<file path="config.mk">
export PLATFORM = sky130hd
export DESIGN_NAME = cfl_flags
export DESIGN_NICKNAME = d
export VERILOG_FILES = /design/src/cfl_flags.v /design/src/cfl_vector_rom.v
export VERILOG_INCLUDE_DIRS = /design/src /design/src/common
export SDC_FILE = /design/constraint.sdc
export NUM_CORES = 1
export LEC_CHECK = 0
export ABC_AREA = 1
export BUFFER_PORTS_ARGS = -buffer_cell sky130_fd_sc_hd__buf_4
export CORE_MARGIN = 5
export CORE_UTILIZATION = 42
export CTS_BUF_LIST = sky130_fd_sc_hd__clkbuf_16
export CTS_CLUSTER_DIAMETER = 100
export DETAILED_ROUTE_END_ITERATION = 8
export GPL_TIMING_DRIVEN = 1
export PLACE_DENSITY = 0.68
export SETUP_SLACK_MARGIN = 0.02
export SLEW_MARGIN = 25
export SYNTH_ARGS = -nofsm -noshare
export SYNTH_HDL_FRONTEND = slang
export SYNTH_SLANG_ARGS = --single-unit
</file>
<file path="constraint.sdc">
create_clock -name clk -period 2.65 [get_ports clk]
set_input_delay 0.53 -clock clk [delete_from_list [all_inputs] [get_ports clk]]
set_output_delay 0.53 -clock clk [all_outputs]
set_load 0.02 [all_outputs]
</file>
<file path="src/common/cfl_defs.vh">
// Constants of the CPU flag, priority and vector block
`ifndef CFL_DEFS_VH
`define CFL_DEFS_VH

// Flag and priority register layout
`define CFL_BIT_C        0
`define CFL_BIT_Z        1
`define CFL_BIT_N        2
`define CFL_BIT_PLO      3
`define CFL_BIT_H        4
`define CFL_BIT_PHI      5
`define CFL_CC_RESET     8'hE8
`define CFL_CC_ONES      8'hC0
`define CFL_ALU_MSB      7
`define CFL_HC_BIT       4

// Priority level codes as {high, low}
`define CFL_LVL_MAIN     2'h2
`define CFL_LVL_ONE      2'h1
`define CFL_LVL_TWO      2'h0
`define CFL_LVL_OFF      2'h3

// Execution operation codes
`define CFL_OP_NONE      4'h0
`define CFL_OP_ADD       4'h1
`define CFL_OP_ADC       4'h2
`define CFL_OP_SUB       4'h3
`define CFL_OP_LOGIC     4'h4
`define CFL_OP_SHIFT     4'h5
`define CFL_OP_BTJT      4'h6
`define CFL_OP_SCF       4'h7
`define CFL_OP_RCF       4'h8
`define CFL_OP_RIM       4'h9
`define CFL_OP_SIM       4'hA
`define CFL_OP_INTERRUPT_RETURN_INSTR      4'hB
`define CFL_OP_HALT      4'hC
`define CFL_OP_WFI       4'hD
`define CFL_OP_POP       4'hE
`define CFL_OP_BITCTL    4'hF

// Interrupt sources and vectors
`define CFL_NSRC         5
`define CFL_SRC_FLASH    3'h0
`define CFL_SRC_USB      3'h1
`define CFL_SRC_PA       3'h2
`define CFL_SRC_PB       3'h3
`define CFL_SRC_PC       3'h4
`define CFL_VEC_FLASH    16'hFFFA
`define CFL_VEC_USB      16'hFFF8
`define CFL_VEC_PA       16'hFFF6
`define CFL_VEC_PB       16'hFFF4
`define CFL_VEC_PC       16'hFFF2
`define CFL_VEC_NONE     16'h0000
`define CFL_WAKE_MASK    5'h1F

// Register port offsets
`define CFL_ADDR_CC      3'h0
`define CFL_ADDR_FLASH_PROGRAM_CONTROL_STATUS    3'h1
`define CFL_ADDR_STAT    3'h2
`define CFL_ADDR_MASK    3'h3
`define CFL_FLASH_PROGRAM_CONTROL_STATUS_RESET   8'h00
`define CFL_ZERO8        8'h00

// Status bits
`define CFL_EV_ENTRY     0
`define CFL_EV_WAKE      1
`define CFL_EV_CARRY     2
`define CFL_NEV          3

`endif

</file>
<file path="src/cfl_flags.v">
// Condition flags, interrupt priority level, vectors and halt wake
`timescale 1ns/1ps
`default_nettype none
`include "cfl_defs.vh"

////////////////////////////////////////////////////////////////////////////////
// Functional notes
// - Add and add-with-carry set half carry on a carry out of bit 3 and clear it otherwise.
// - The negative flag at bit 2 copies bit 7 of the last arithmetic, logic or data result.
// - The zero flag at bit 1 is set when that result is zero and cleared when it is not.
// - Carry at bit 0 records arithmetic overflow or borrow, follows bit test, shift and rotate, and set/reset carry.
// - Priority bits 5 and 3 code level 0 as 10, level 1 as 01, level 2 as 00 and level 3 (disabled) as 11.
// - Entering an interrupt loads both priority bits from that source's software priority setting.
// - Enable, disable, return, halt, wait and pop instructions also write the priority bits.
// - The whole register can be pushed and popped, and bits 0 to 5 tested and controlled alone; bits 6 and 7 always read 1.
// - The flash programming interrupt, source 0, vectors to FFFA-FFFB and wakes from halt.
// - The USB end-of-suspend interrupt, source 1, vectors to FFF8-FFF9 and wakes from halt.
// - Port A lines vector to FFF6-FFF7 and port B lines to FFF4-FFF5, both waking from halt.
// - Port C lines vector to FFF2-FFF3 and wake from halt.
module cfl_flags (
  input  wire        clk,
  input  wire        rst_b,
  input  wire        ex_valid,
  input  wire [3:0]  ex_op,
  input  wire [7:0]  ex_a,
  input  wire [7:0]  ex_b,
  input  wire        ex_cbit,
  input  wire [2:0]  ex_bit_sel,
  input  wire        ex_bit_val,
  input  wire        irq_enter,
  input  wire [2:0]  irq_src,
  input  wire [1:0]  irq_level,
  input  wire [4:0]  irq_pend,
  input  wire [2:0]  reg_addr,
  input  wire [7:0]  reg_wdata,
  input  wire        reg_wr,
  input  wire        reg_rd,
  output reg  [7:0]  reg_rdata,
  output wire [7:0]  state_out,
  output wire [1:0]  cur_level,
  output wire        irq_disabled,
  output reg  [7:0]  alu_result,
  output reg  [15:0] vec_addr,
  output reg         vec_wake,
  output wire        halted,
  output wire        irq_out
);

  localparam ST_RUN  = 2'b01;
  localparam ST_HALT = 2'b10;

  reg  [7:0]           cc_q;
  reg  [7:0]           cc_d;
  reg  [7:0]           flash_program_control_status_q;
  reg  [`CFL_NEV-1:0]  stat_q;
  reg  [`CFL_NEV-1:0]  mask_q;
  reg  [1:0]           st_q;
  reg  [1:0]           st_d;
  reg  [7:0]           res;
  reg  [8:0]           sum9;
  reg  [4:0]           sum5;
  reg  [8:0]           dif9;
  reg                  cin;
  reg                  carry_ev;
  wire [15:0]          rom_vec;
  wire                 rom_wake;
  wire [`CFL_NSRC-1:0] wake_hit;
  wire [`CFL_NSRC-1:0] wake_mask;
  wire                 wake_any;
  wire [`CFL_NEV-1:0]  ev;

  assign state_out    = cc_q;
  assign cur_level    = {cc_q[`CFL_BIT_PHI], cc_q[`CFL_BIT_PLO]};
  assign irq_disabled = (cur_level == `CFL_LVL_OFF);
  assign halted       = (st_q == ST_HALT);

  ////////////////////////////////////////////////////////////////////////////////
  // Vector lookup for the source being entered

  cfl_vector_rom u_rom (
    .src      (irq_src),
    .vec_addr (rom_vec),
    .can_wake (rom_wake)
  );

  always @(posedge clk) begin
    if (!rst_b) begin
      vec_addr <= `CFL_VEC_NONE;
      vec_wake <= 1'b0;
    end else if (irq_enter) begin
      vec_addr <= rom_vec;
      vec_wake <= rom_wake;
    end
  end

  ////////////////////////////////////////////////////////////////////////////////
  // Halt wake per source

  // One mask bit per source, so each pending line is gated by its own capability
  assign wake_mask = `CFL_WAKE_MASK;

  genvar gi;
  generate
    for (gi = 0; gi < `CFL_NSRC; gi = gi + 1) begin : g_wake
      assign wake_hit[gi] = irq_pend[gi] & wake_mask[gi];
    end
  endgenerate

  assign wake_any = |wake_hit;

  always @* begin
    case (st_q)
      ST_RUN: begin
        if (ex_valid && ex_op == `CFL_OP_HALT) begin
          st_d = ST_HALT;
        end else begin
          st_d = ST_RUN;
        end
      end
      ST_HALT: begin
        // Wake also on entry, so a taken interrupt never leaves the core asleep
        if (wake_any || irq_enter) begin
          st_d = ST_RUN;
        end else begin
          st_d = ST_HALT;
        end
      end
      default: begin
        st_d = ST_RUN;
      end
    endcase
  end

  always @(posedge clk) begin
    if (!rst_b) begin
      st_q <= ST_RUN;
    end else begin
      st_q <= st_d;
    end
  end

  ////////////////////////////////////////////////////////////////////////////////
  // Arithmetic and flag next value

  always @* begin
    cin  = (ex_op == `CFL_OP_ADC) ? cc_q[`CFL_BIT_C] : 1'b0;
    sum9 = {1'b0, ex_a} + {1'b0, ex_b} + {8'h00, cin};
    sum5 = {1'b0, ex_a[3:0]} + {1'b0, ex_b[3:0]} + {4'h0, cin};
    dif9 = {1'b0, ex_a} - {1'b0, ex_b};
    case (ex_op)
      `CFL_OP_ADD, `CFL_OP_ADC: res = sum9[7:0];
      `CFL_OP_SUB:              res = dif9[7:0];
      default:                  res = ex_a;
    endcase
  end

  always @* begin
    cc_d     = cc_q;
    carry_ev = 1'b0;
    // Register port write has the lowest weight
    if (reg_wr && reg_addr == `CFL_ADDR_CC) begin
      cc_d = reg_wdata | `CFL_CC_ONES;
    end
    if (ex_valid) begin
      case (ex_op)
        `CFL_OP_ADD, `CFL_OP_ADC: begin
          cc_d[`CFL_BIT_H] = sum5[`CFL_HC_BIT];
          cc_d[`CFL_BIT_N] = res[`CFL_ALU_MSB];
          cc_d[`CFL_BIT_Z] = (res == `CFL_ZERO8);
          cc_d[`CFL_BIT_C] = sum9[8];
          carry_ev         = sum9[8];
        end
        `CFL_OP_SUB: begin
          cc_d[`CFL_BIT_N] = res[`CFL_ALU_MSB];
          cc_d[`CFL_BIT_Z] = (res == `CFL_ZERO8);
          cc_d[`CFL_BIT_C] = dif9[8];
          carry_ev         = dif9[8];
        end
        `CFL_OP_LOGIC: begin
          cc_d[`CFL_BIT_N] = res[`CFL_ALU_MSB];
          cc_d[`CFL_BIT_Z] = (res == `CFL_ZERO8);
        end
        `CFL_OP_SHIFT: begin
          cc_d[`CFL_BIT_N] = res[`CFL_ALU_MSB];
          cc_d[`CFL_BIT_Z] = (res == `CFL_ZERO8);
          cc_d[`CFL_BIT_C] = ex_cbit;
        end
        `CFL_OP_BTJT: begin
          cc_d[`CFL_BIT_C] = ex_cbit;
        end
        `CFL_OP_SCF: begin
          cc_d[`CFL_BIT_C] = 1'b1;
        end
        `CFL_OP_RCF: begin
          cc_d[`CFL_BIT_C] = 1'b0;
        end
        `CFL_OP_RIM, `CFL_OP_HALT, `CFL_OP_WFI: begin
          // Enable, halt and wait instructions set level 0 (code 10) and so open interrupts
          {cc_d[`CFL_BIT_PHI], cc_d[`CFL_BIT_PLO]} = `CFL_LVL_MAIN;
        end
        `CFL_OP_SIM: begin
          {cc_d[`CFL_BIT_PHI], cc_d[`CFL_BIT_PLO]} = `CFL_LVL_OFF;
        end
        `CFL_OP_INTERRUPT_RETURN_INSTR, `CFL_OP_POP: begin
          cc_d = ex_a | `CFL_CC_ONES;
        end
        `CFL_OP_BITCTL: begin
          cc_d[ex_bit_sel] = ex_bit_val;
          cc_d             = cc_d | `CFL_CC_ONES;
        end
        default: begin
          cc_d = cc_d;
        end
      endcase
    end
    // Hardware entry wins over any software change of the level
    if (irq_enter) begin
      {cc_d[`CFL_BIT_PHI], cc_d[`CFL_BIT_PLO]} = irq_level;
    end
  end

  always @(posedge clk) begin
    if (!rst_b) begin
      cc_q       <= `CFL_CC_RESET;
      alu_result <= `CFL_ZERO8;
    end else begin
      cc_q <= cc_d;
      if (ex_valid) begin
        alu_result <= res;
      end
    end
  end

  ////////////////////////////////////////////////////////////////////////////////
  // Event status, mask and interrupt line

  assign ev[`CFL_EV_ENTRY] = irq_enter;
  assign ev[`CFL_EV_WAKE]  = halted & (wake_any | irq_enter);
  assign ev[`CFL_EV_CARRY] = ex_valid & carry_ev;

  generate
    for (gi = 0; gi < `CFL_NEV; gi = gi + 1) begin : g_stat
      always @(posedge clk) begin
        if (!rst_b) begin
          stat_q[gi] <= 1'b0;
        end else if (ev[gi]) begin
          // A new event beats a clear in the same cycle
          stat_q[gi] <= 1'b1;
        end else if (reg_wr && reg_addr == `CFL_ADDR_STAT && reg_wdata[gi]) begin
          stat_q[gi] <= 1'b0;
        end
      end
    end
  endgenerate

  assign irq_out = |(stat_q & mask_q);

  ////////////////////////////////////////////////////////////////////////////////
  // Register port

  always @(posedge clk) begin
    if (!rst_b) begin
      flash_program_control_status_q <= `CFL_FLASH_PROGRAM_CONTROL_STATUS_RESET;
      mask_q <= {`CFL_NEV{1'b0}};
    end else if (reg_wr) begin
      if (reg_addr == `CFL_ADDR_FLASH_PROGRAM_CONTROL_STATUS) begin
        flash_program_control_status_q <= reg_wdata;
      end
      if (reg_addr == `CFL_ADDR_MASK) begin
        mask_q <= reg_wdata[`CFL_NEV-1:0];
      end
    end
  end

  always @(posedge clk) begin
    if (!rst_b) begin
      reg_rdata <= `CFL_ZERO8;
    end else if (reg_rd) begin
      case (reg_addr)
        `CFL_ADDR_CC:   reg_rdata <= cc_q;
        `CFL_ADDR_FLASH_PROGRAM_CONTROL_STATUS: reg_rdata <= flash_program_control_status_q;
        `CFL_ADDR_STAT: reg_rdata <= {{(8-`CFL_NEV){1'b0}}, stat_q};
        `CFL_ADDR_MASK: reg_rdata <= {{(8-`CFL_NEV){1'b0}}, mask_q};
        default:        reg_rdata <= `CFL_ZERO8;
      endcase
    end else begin
      reg_rdata <= `CFL_ZERO8;
    end
  end

endmodule
`default_nettype wire

</file>
<file path="src/cfl_vector_rom.v">
// Fixed vector address and halt-wake lookup per interrupt source
`timescale 1ns/1ps
`default_nettype none
`include "cfl_defs.vh"

module cfl_vector_rom (
  input  wire [2:0]  src,
  output reg  [15:0] vec_addr,
  output reg         can_wake
);

  always @* begin
    case (src)
      `CFL_SRC_FLASH: begin
        vec_addr = `CFL_VEC_FLASH;
        can_wake = 1'b1;
      end
      `CFL_SRC_USB: begin
        vec_addr = `CFL_VEC_USB;
        can_wake = 1'b1;
      end
      `CFL_SRC_PA: begin
        vec_addr = `CFL_VEC_PA;
        can_wake = 1'b1;
      end
      `CFL_SRC_PB: begin
        vec_addr = `CFL_VEC_PB;
        can_wake = 1'b1;
      end
      `CFL_SRC_PC: begin
        vec_addr = `CFL_VEC_PC;
        can_wake = 1'b1;
      end
      default: begin
        // Higher sources are served elsewhere
        vec_addr = `CFL_VEC_NONE;
        can_wake = 1'b0;
      end
    endcase
  end

endmodule
`default_nettype wire

</file>
* Yosys cells after proc, flatten, opt, wreduce, memory -nomap -nowiden
Index checks and enable logic that the tools add are counted. W data, S select, Z words.
Word-level totals: bits in registers 57, input bits 52, word-level logic and storage cells 103
Cells by class: $add $sub $neg 5, order comparisons 2, equal/unequal tests 25, multiplexer cells 29, bitwise gates (word level) 4, reductions and logical operators 27
Operator list (count):
- $pmux W16 S5 | 1
- $eq A4 B4 Y1 const B | 8
- $pmux W8 S4 | 1
- $eq A4 B3 Y1 const B | 4
- $mux W8 | 2
- $pmux W8 S2 | 1
- $reduce_or A5 Y1 | 3
- $eq A3 B2 Y1 const B | 4
- $mux W1 | 12
- $add A8 B8 Y9 | 1
- $add A9 B1 Y9 | 1
- $reduce_or A3 Y1 | 3
- $sub A8 B8 Y9 | 1
- $bwmux W8 | 1
- $eq A4 B2 Y1 const B | 2
- $logic_not A8 Y1 | 1
- $logic_and A1 B1 Y1 | 7
- $pmux W1 S7 | 1
- $eq A3 B1 Y1 const B | 2
- $logic_not A3 Y1 | 2
- $mux W2 | 3
- $pmux W1 S3 | 2
- $pmux W2 S3 | 1
- $reduce_and A2 Y1 | 3
- 19 further kinds | 25

* Depth between registers and ports, before layout
Gate-level depths: netlist of the first run.
word-level depth 8, mapped depth 17

* Modules after synthesis
Synthesis of the first run repeated with hierarchy kept, for this count alone.
Second synthesis, totals: cells, all modules 567, area total of the unflattened synthesis 3652.3 um^2
Modules (own cells, without submodules):
- cfl_flags | instances 1, cells each 548, area an instance 3527.1 um^2, sequential area each 1141.1 um^2
- cfl_vector_rom | instances 1, cells each 19, area an instance 125.1 um^2, sequential area each 0.0 um^2

* Least setup slack after synthesis of the first run
OpenSTA, ideal clock, no wires.
kind input-to-reg, start point in ex_op[0], end point reg cc_q[1], in the netlist state_out[1], setup time 0.070 ns, data arrival time 2.376 ns, path slack 0.204 ns, stages on the path 16, path buffers 0, cells stage by stage inv_1 -> nand2_1 -> inv_1 -> nand3_1 -> fa_1 -> inv_1 -> fa_1 -> inv_1 -> nor2_1 -> nor2_1 -> nand2_1 -> nor2_1 -> nand3_1 -> nor2_1 -> nand2_1 -> a21oi_1
On the way: cells in the longest elaborated chain, start to end 7, elaborated cells between the ends (all ways) 17, those cells by class add/sub: 1; eq/ne: 8; mux: 4; reduce/logical: 4
RTL lines:
- start, declared | line cfl_flags.v:24 | input wire [3:0] ex_op,
- $eq A4 B2 Y1 | line cfl_flags.v:150, cfl_flags.v:165
- $mux W1 | line cfl_flags.v:146 | cin = (ex_op == `CFL_OP_ADC) ? cc_q[`CFL_BIT_C] : 1'b0;
- $add A9 B1 Y9 | line cfl_flags.v:147 | sum9 = {1'b0, ex_a} + {1'b0, ex_b} + {8'h00, cin};
- $pmux W8 S2 | line cfl_flags.v:150 | case (ex_op)
- $logic_not A8 Y1 (no line)
- $pmux W2 S3 (*) | line cfl_flags.v:165 | case (ex_op)
- $mux W8 (*) | line cfl_flags.v:164 | if (ex_valid) begin
- end signal, assigned | line cfl_flags.v:224 | cc_q <= `CFL_CC_RESET;
- end, declared | line cfl_flags.v:52 | reg [7:0] cc_q;
Mark *: on every way between the ends. The rest lies on a longest branch, timed or not. A chain may end at the register's enable or synchronous reset.

* Worst setup path after layout of the first run
Ends and elaborated chain as after synthesis.

==> key figures, run 1 <==
Finish
  • Fin nets: approximately 670
  • FILL cells: 799
  • Area Growth Syn to Fin: 26.2%
  • Antenna cells: 0
  • Share of cells above drive strength 1: 0.223
  • Post-route cell area: slightly above 4000 sq um

Logic synthesis
  • Sequential area share after synthesis: 0.274
  • Synth Register Bits: 45
  • Avg Cell Area, Syn: approximately 6.4 sq um
  • Syn. warnings: 0
  • Netlist Area Pre-Place: between 3000 and 4000 sq um
  • Area leader, netlist: dfxtp_1
  • Count of cell types in the netlist: 42
  • Cell count after synthesis: between 500 and 600
  • Syn nets: approximately 590
  • Post-synth top area share: 0.274
  • Synth top area cells: dfxtp_1 (27%), nand2_1 (14%), inv_1 (8.4%)

Worst setup path
  • Maximum fanout count along the critical path: 3
  • Worst EP required: between 2 and 3 ns
  • Critical path arrival: 2.53 ns
  • Crit path max-delay cell type: fa_1
  • Critical Path Start Type: input port
  • Crit path cell chain: buf_4, inv_1, nand2_1, inv_1, nand3_1, fa_1, inv_1, fa_1, inv_1, nor2_1, nor2_1, nand2_1, nor2_1, nand3_1, nor2_1, nand2_1, a21oi_1
  • Delay of the slowest critical-path stage: roughly 0.4 ns
  • Setup CP Type: input port to flip-flop
  • Crit end category: flip-flop

Clocking
  • Worst-skew pair later-pin latency: between 0.2 and 0.3 ns
  • Root Buffer: clkbuf_16
  • Post-CTS Setup Inserts: 0
  • # hold bufs at CTS: 0
  • CTS clk-pin slew, worst paths: ~0.070 ns
  • CTS buffer count: 5
  • Clock tree buffer depth: 2
  • Post_cts resized: 0
  • CTS tree: yes
  • Sink Count: 45
  • H-tree Lvls: 2

Floorplan
  • IO Count: 98
  • Die Height: 98.5 um
  • Core area: a little under 8000 sq um
  • Row cnt: 32
  • Die span in x: ~99 um
  • Starting density of the core: 0.428
  • Die area: between 9000 and 10000 sq um

Detailed routing
  • Routed Antenna Nets: 0
  • Vias: between 3000 and 4000
  • Wirelength per Cell: ~13 um
  • Via density per instance: 5.03
  • Final wirelength: approximately 9300 um
  • Drt first pass iters: 4
  • First DRT Iteration DRCs: 240
  • Number of remaining DRC errors: 0

STA
  • Max Slew Vio Count: 0
  • RSZ-0062 raised after global routing: no
  • Final setup margin: around 0.34 ns
  • Clock skew: about 0.0027 ns
  • Hold Vio Cnt, Final: 0
  • # setup viols final: 0
  • Worst relative slew slack: 0.628
  • Fmax: approximately 430 MHz
  • Total Neg Setup Slack: 0 ns
  • Final min period: 2.31 ns
  • Worst-margin pin slew: about 0.56 ns
  • Period utilisation layout: 0.872

GRT
  • Vias in the first global route: roughly 3300
  • GRT Total Usage: 0.184
  • Total grt overflow: 0
  • Largest net degree at the start of global routing: 24
  • Initial antenna violation count: 0
  • First-pass GRT wire length: between 15000 and 20000 um

Outcome
  • Outcome: finished clean

Pwr
  • Pwr dens: approximately 450 nW/um^2
  • Switching part of the total: 0.325
  • Leakage: about 2.1 nW
  • Pint: 1.27 mW
  • Peak VDD IR: 0.000292 V
  • Clock power frac: 0.328
  • Psw: 611 uW
  • Register share of total power: 0.388
  • Comb pwr share: 0.283

Worst hold path
  • Hold WC Path Type: flip-flop to flip-flop

Placement
  • Dpl ws: 0.0660 ns
  • Gp weighted congestion: ~0.88
  • Dpl cell area: about 4000 sq um
  • DPL Wire Length: between 7000 and 8000 um
  • IO Port Bufs: between 90 and 100

Run
  • Max-Cap Viols: 0
through the flow:
step | utilization | instances | total power [mW] | hold WS, ns
after floorplan | - | 515 | 1.08 | 0.424
after global placement | 0.521 | 691 | 1.27 | 0.435
after detailed placement | 0.521 | 691 | 1.28 | 0.436
after CTS | 0.540 | 699 | 1.90 | 0.446
after global routing | 0.540 | 699 | 1.98 | 0.480
final | 0.540 | 699 | 1.88 | 0.447
cell families (layout without fill, tap and decap cells):
group                      Yosys count  after routing  synth area share
and+or+nand+nor                    245            245             0.324
buffers and inverters              110            192             0.146
AOI/OAI and AO/OA                   93             93             0.169
DFF                                 45             45             0.274
adders and majority gates           20             20            0.0829
other                                1              1           0.00114
xor gates and xnor gates             1              1           0.00266
cell usage after synthesis (all sizes together):
library cell    n
and3            1
dfxtp          45
buf            20
a21boi          1
nand4           7
clkbuf          6
a311oi          1
nand3b          3
conb            1
fa              3
nand3          43
ha             17
nor2           53
o21ai          24
nor3            7
clkinv          1
o211ai          9
o22ai           7
xnor2           1
and2            1
a31oi           1
inv            83
nand2         130
a21oi          45
a221oi          3
o311ai          2
worst paths after layout:
kind | from | endpoint | slack [ns] | cells past startpoint
worst min-delay path | flash_program_control_status_q[3] | flash_program_control_status_q[3] | 0.45 | 2
worst min register to register | flash_program_control_status_q[3] | flash_program_control_status_q[3] | 0.45 | 2
worst max register to register | state_out[0] | state_out[1] | 0.42 | 13
worst max-delay path | ex_op[0] | state_out[1] | 0.34 | 17
power by group through the flow:
stage          logic [mW]  registers (mW)  clock network (mW)
2_1_floorplan       0.313           0.768                   0
3_3_place_gp        0.523           0.745                   0
3_5_place_dp        0.530           0.746                   0
4_1_cts             0.533           0.731               0.633
5_1_grt             0.592           0.734               0.657
6_report            0.533           0.731               0.618
layout by cell type, fill, tap and decap left out, drive strengths merged, types with 2 or more instances in the layout:
master  instances
nand3b          3
nand4           7
nor3            7
a221oi          3
dfxtp          45
nand3          43
nor2           53
fa              3
inv            84
clkinv          2
o211ai          9
ha             17
nand2         130
o21ai          24
buf           100
a21oi          45
o311ai          2
clkbuf          5
o22ai           7
critical path, delay by kind of cell:
kind | cells | cell delay, ns
buffers and inverters | 5 | 0.39
and+or+nand+nor | 9 | 0.72
AOI/OAI and AO/OA | 1 | 0.11
adders and majority gates | 2 | 0.78
flip-flops by register name, summed over array words and instances (netlist names):
| register | cells |
|---|---|
| alu_result | 8 |
| flash_program_control_status_q | 8 |
| reg_rdata | 8 |
| state_out | 8 |
| vec_addr | 4 |
| mask_q | 3 |
| stat_q | 3 |
| st_q | 2 |
| vec_wake | 1 |
area by class of cell:
cell class | count | area, sq um | share of cell area
flip-flops and latches | 45 | 901 | 0.217
well taps | 102 | 128 | 0.0308
clock inverters | 3 | 21.3 | 0.00513
clock buffers | 5 | 125 | 0.0301
multi-input cells | 360 | 1910 | 0.460
repair buffers | 100 | 751 | 0.181
inverters | 84 | 315 | 0.0760
metal layers:
metal / global-route usage / routed length (um)
met4: 0.0378 / 104
met3: 0.0368 / 706
met2: 0.317 / 4400
met1: 0.239 / 4100
met5: 0 / 0
Note: power is estimated with default switching activity, not from simulation.
==> run 2, diff against run 1 <==
- CORE_UTILIZATION: 42 -> 40
- PLACE_DENSITY: 0.68 -> 0.73
==> run 2 against run 1 <==
  * Combinational power about the same
  * Critical path type unchanged
  * Wire length is 1.3% lower
  * Fmax is 2.7% lower
  * Global-route usage is 0.33 points lower
  * Sequential cell count unchanged
  * Largest power group unchanged
  * Highest routed layer unchanged
  * Non-clock buffer count did not move
  * Setup slack lost 0.064 ns
==> key figures, run 2 (same netlist as run 1, synthesis figures left out) <==
Detailed routing
  • Number of remaining DRC errors: 0 (unchanged)
  • Vias: 3518 (+0.14%)
  • Routed Antenna Nets: 0 (unchanged)
  • Drt first pass iters: 4 (unchanged)
  • Via density per instance: 5.01 (-0.29%)
  • First DRT Iteration DRCs: 325 (+35%)
  • Final wirelength: 9190 um (-1.3%)
  • Wirelength per Cell: 13.1 um (-1.7%)

STA
  • Period utilisation layout: 0.896 (+0.0242)
  • Total Neg Setup Slack: 0 ns (unchanged)
  • Worst-margin pin slew: 0.535 ns (-0.0220 ns)
  • RSZ-0062 raised after global routing: no
  • Hold Vio Cnt, Final: 0 (unchanged)
  • Final min period: 2.38 ns (+0.0640 ns)
  • Hold_ws: 0.456 ns (+0.00837 ns)
  • Worst relative slew slack: 0.640 (+0.0120)
  • Fmax: 421 MHz (-2.7%)
  • Clock skew: 0.00316 ns (+0.000417 ns)
  • Max Slew Vio Count: 0 (unchanged)
  • # setup viols final: 0 (unchanged)

Pwr
  • Pwr dens: 454 nW/um^2 (+0.13%)
  • Pint: 1.27 mW (+0.17%)
  • Peak VDD IR: 0.000231 V (-21%)
  • Comb pwr share: 0.281 (-0.002)
  • Clock power frac: 0.331 (+0.003)
  • Register share of total power: 0.388 (about the same)
  • Psw: 615 uW (+0.61%)
  • Leakage: 2.11 nW (about the same)
  • Switching part of the total: 0.326 (+0.000965)

Worst setup path
  • CP bufs+invs: 5 (unchanged)
  • Worst EP required: 2.87 ns (about the same)
  • Maximum fanout count along the critical path: 3 (unchanged)
  • Crit path cell chain: buf_4, inv_1, nand2_1, inv_1, nand3_1, fa_1, inv_1, fa_1, inv_1, nor2_1, nor2_1, nand2_1, nor2_1, nand3_1, nor2_1, nand2_1, a21oi_1
  • Delay of the slowest critical-path stage: 0.42 ns (+0.02 ns)
  • Top Family by Delay on Critical Path: adder cells
  • Setup CP Type: input port to flip-flop
  • Crit end category: flip-flop
  • Critical path arrival: 2.60 ns (+0.07 ns)
  • Crit path max-delay cell type: fa_1
  • Critical Path Start Type: input port

Clocking
  • CTS tree: yes
  • Clock tree buffer depth: 2 (unchanged)
  • Worst-skew pair later-pin latency: 0.29 ns (about the same)
  • # hold bufs at CTS: 0 (unchanged)
  • Post-CTS Setup Inserts: 0 (unchanged)
  • H-tree Lvls: 2 (unchanged)
  • CTS clk-pin slew, worst paths: 0.06 ns (about the same)
  • CTS buffer count: 5 (unchanged)
  • Sink Count: 45 (unchanged)
  • Post_cts resized: 0 (unchanged)
  • Root Buffer: clkbuf_16

Outcome
  • Outcome: finished clean

Finish
  • Final core occ: 0.511 (-0.0287)
  • Most frequent cells in the layout: nand2_1 (124), buf_4 (100), inv_1 (74)
  • Share of cells above drive strength 1: 0.223 (unchanged)
  • Most common cell after layout, fill and taps aside: nand2_1
  • Post-Layout Cell Count: 702 (+0.43%)
  • FILL cells: 791 (-1.0%)
  • Fin nets: 668 (unchanged)
  • Area Growth Syn to Fin: 26.4%
  • Antenna cells: 0 (unchanged)
  • Register Area: 901 sq um (unchanged)
  • Area occupied by multi-input gates: 1910 sq um (unchanged)
  • Post-route cell area: 4160 sq um (+0.18%)

Floorplan
  • Starting density of the core: 0.404 (-0.0235)
  • Row cnt: 33 (+3.1%)
  • Core area: 8130 sq um (+5.8%)
  • Die span in x: 101 um (+2.2%)
  • Die area: 10100 sq um (+4.5%)
  • Die Height: 101 um (+2.2%)
  • IO Count: 98 (unchanged)

GRT
  • Vias in the first global route: 3248 (-0.52%)
  • GRT Total Usage: 0.181 (-0.00335)
  • First-pass GRT wire length: 14900 um (-1.2%)
  • Initial antenna violation count: 0 (unchanged)
  • Largest net degree at the start of global routing: 24 (unchanged)
  • Total grt overflow: 0 (unchanged)

Placement
  • Gp weighted congestion: 0.891 (+1.2%)
  • IO Port Bufs: 96 (unchanged)
  • Placed Instances: 694 (+0.43%)
  • Dpl cell area: 4010 sq um (about the same)
  • DPL Wire Length: 7550 um (-1.7%)

Worst hold path
  • Hold WC Path Type: flip-flop to flip-flop

Run
  • Max-Cap Viols: 0 (unchanged)
run 2: cell count changes in the layout (fill, tap and decap cells not counted):
| cell | previous run | this run |
|---|---|---|
| clkinv_2 | 1 | 0 |
| clkinv_4 | 0 | 1 |
run 2: cell type report:
type	count	share of cell area
inverter	84	0.0758
clock buffer	5	0.0301
timing repair buffer	100	0.181
tap	105	0.0316
sequential	45	0.217
clock inverter	3	0.00602
multi-input combinational	360	0.459
run 2: worst min-delay path, stage by stage, from the launching register on:
cell	delay, ns
dfxtp_1	0.30
inv_1	0.06
a21oi_1	0.06
run 2: routing by layer:
metal  wire length, um  vias to the layer above  GRT usage  part of all wire
met5                 0                        -          0                 0
met2              4280                      135      0.294              0.47
li1                  -                     1813          -                 -
met4               103                        0     0.0477             0.011
met3               738                       11     0.0457             0.080
met1              4070                     1559      0.238              0.44
run 2: worst paths after layout:
path / start / endpoint / slack [ns] / depth (start not counted)
max: ex_op[0] / state_out[1] / 0.27 / 17
min: flash_program_control_status_q[0] / flash_program_control_status_q[0] / 0.46 / 2
max reg2reg: state_out[0] / state_out[1] / 0.38 / 13
min reg2reg: flash_program_control_status_q[0] / flash_program_control_status_q[0] / 0.46 / 2
run 2: power by group through the flow:
stage	combinational [mW]	clock, mW	sequential (mW)
3_3_place_gp	0.519	0	0.745
5_1_grt	0.586	0.678	0.736
3_5_place_dp	0.527	0	0.747
6_report	0.530	0.625	0.733
4_1_cts	0.529	0.640	0.732
2_1_floorplan	0.313	0	0.768
run 2: through the flow:
step / total power, mW / setup slack (ns)
after detailed placement: 1.27 / 0.00225
final: 1.89 / 0.275
after CTS: 1.90 / 0.310
after floorplan: 1.08 / 0.204
after global placement: 1.26 / 0.115
after global routing: 2.00 / 0.0648
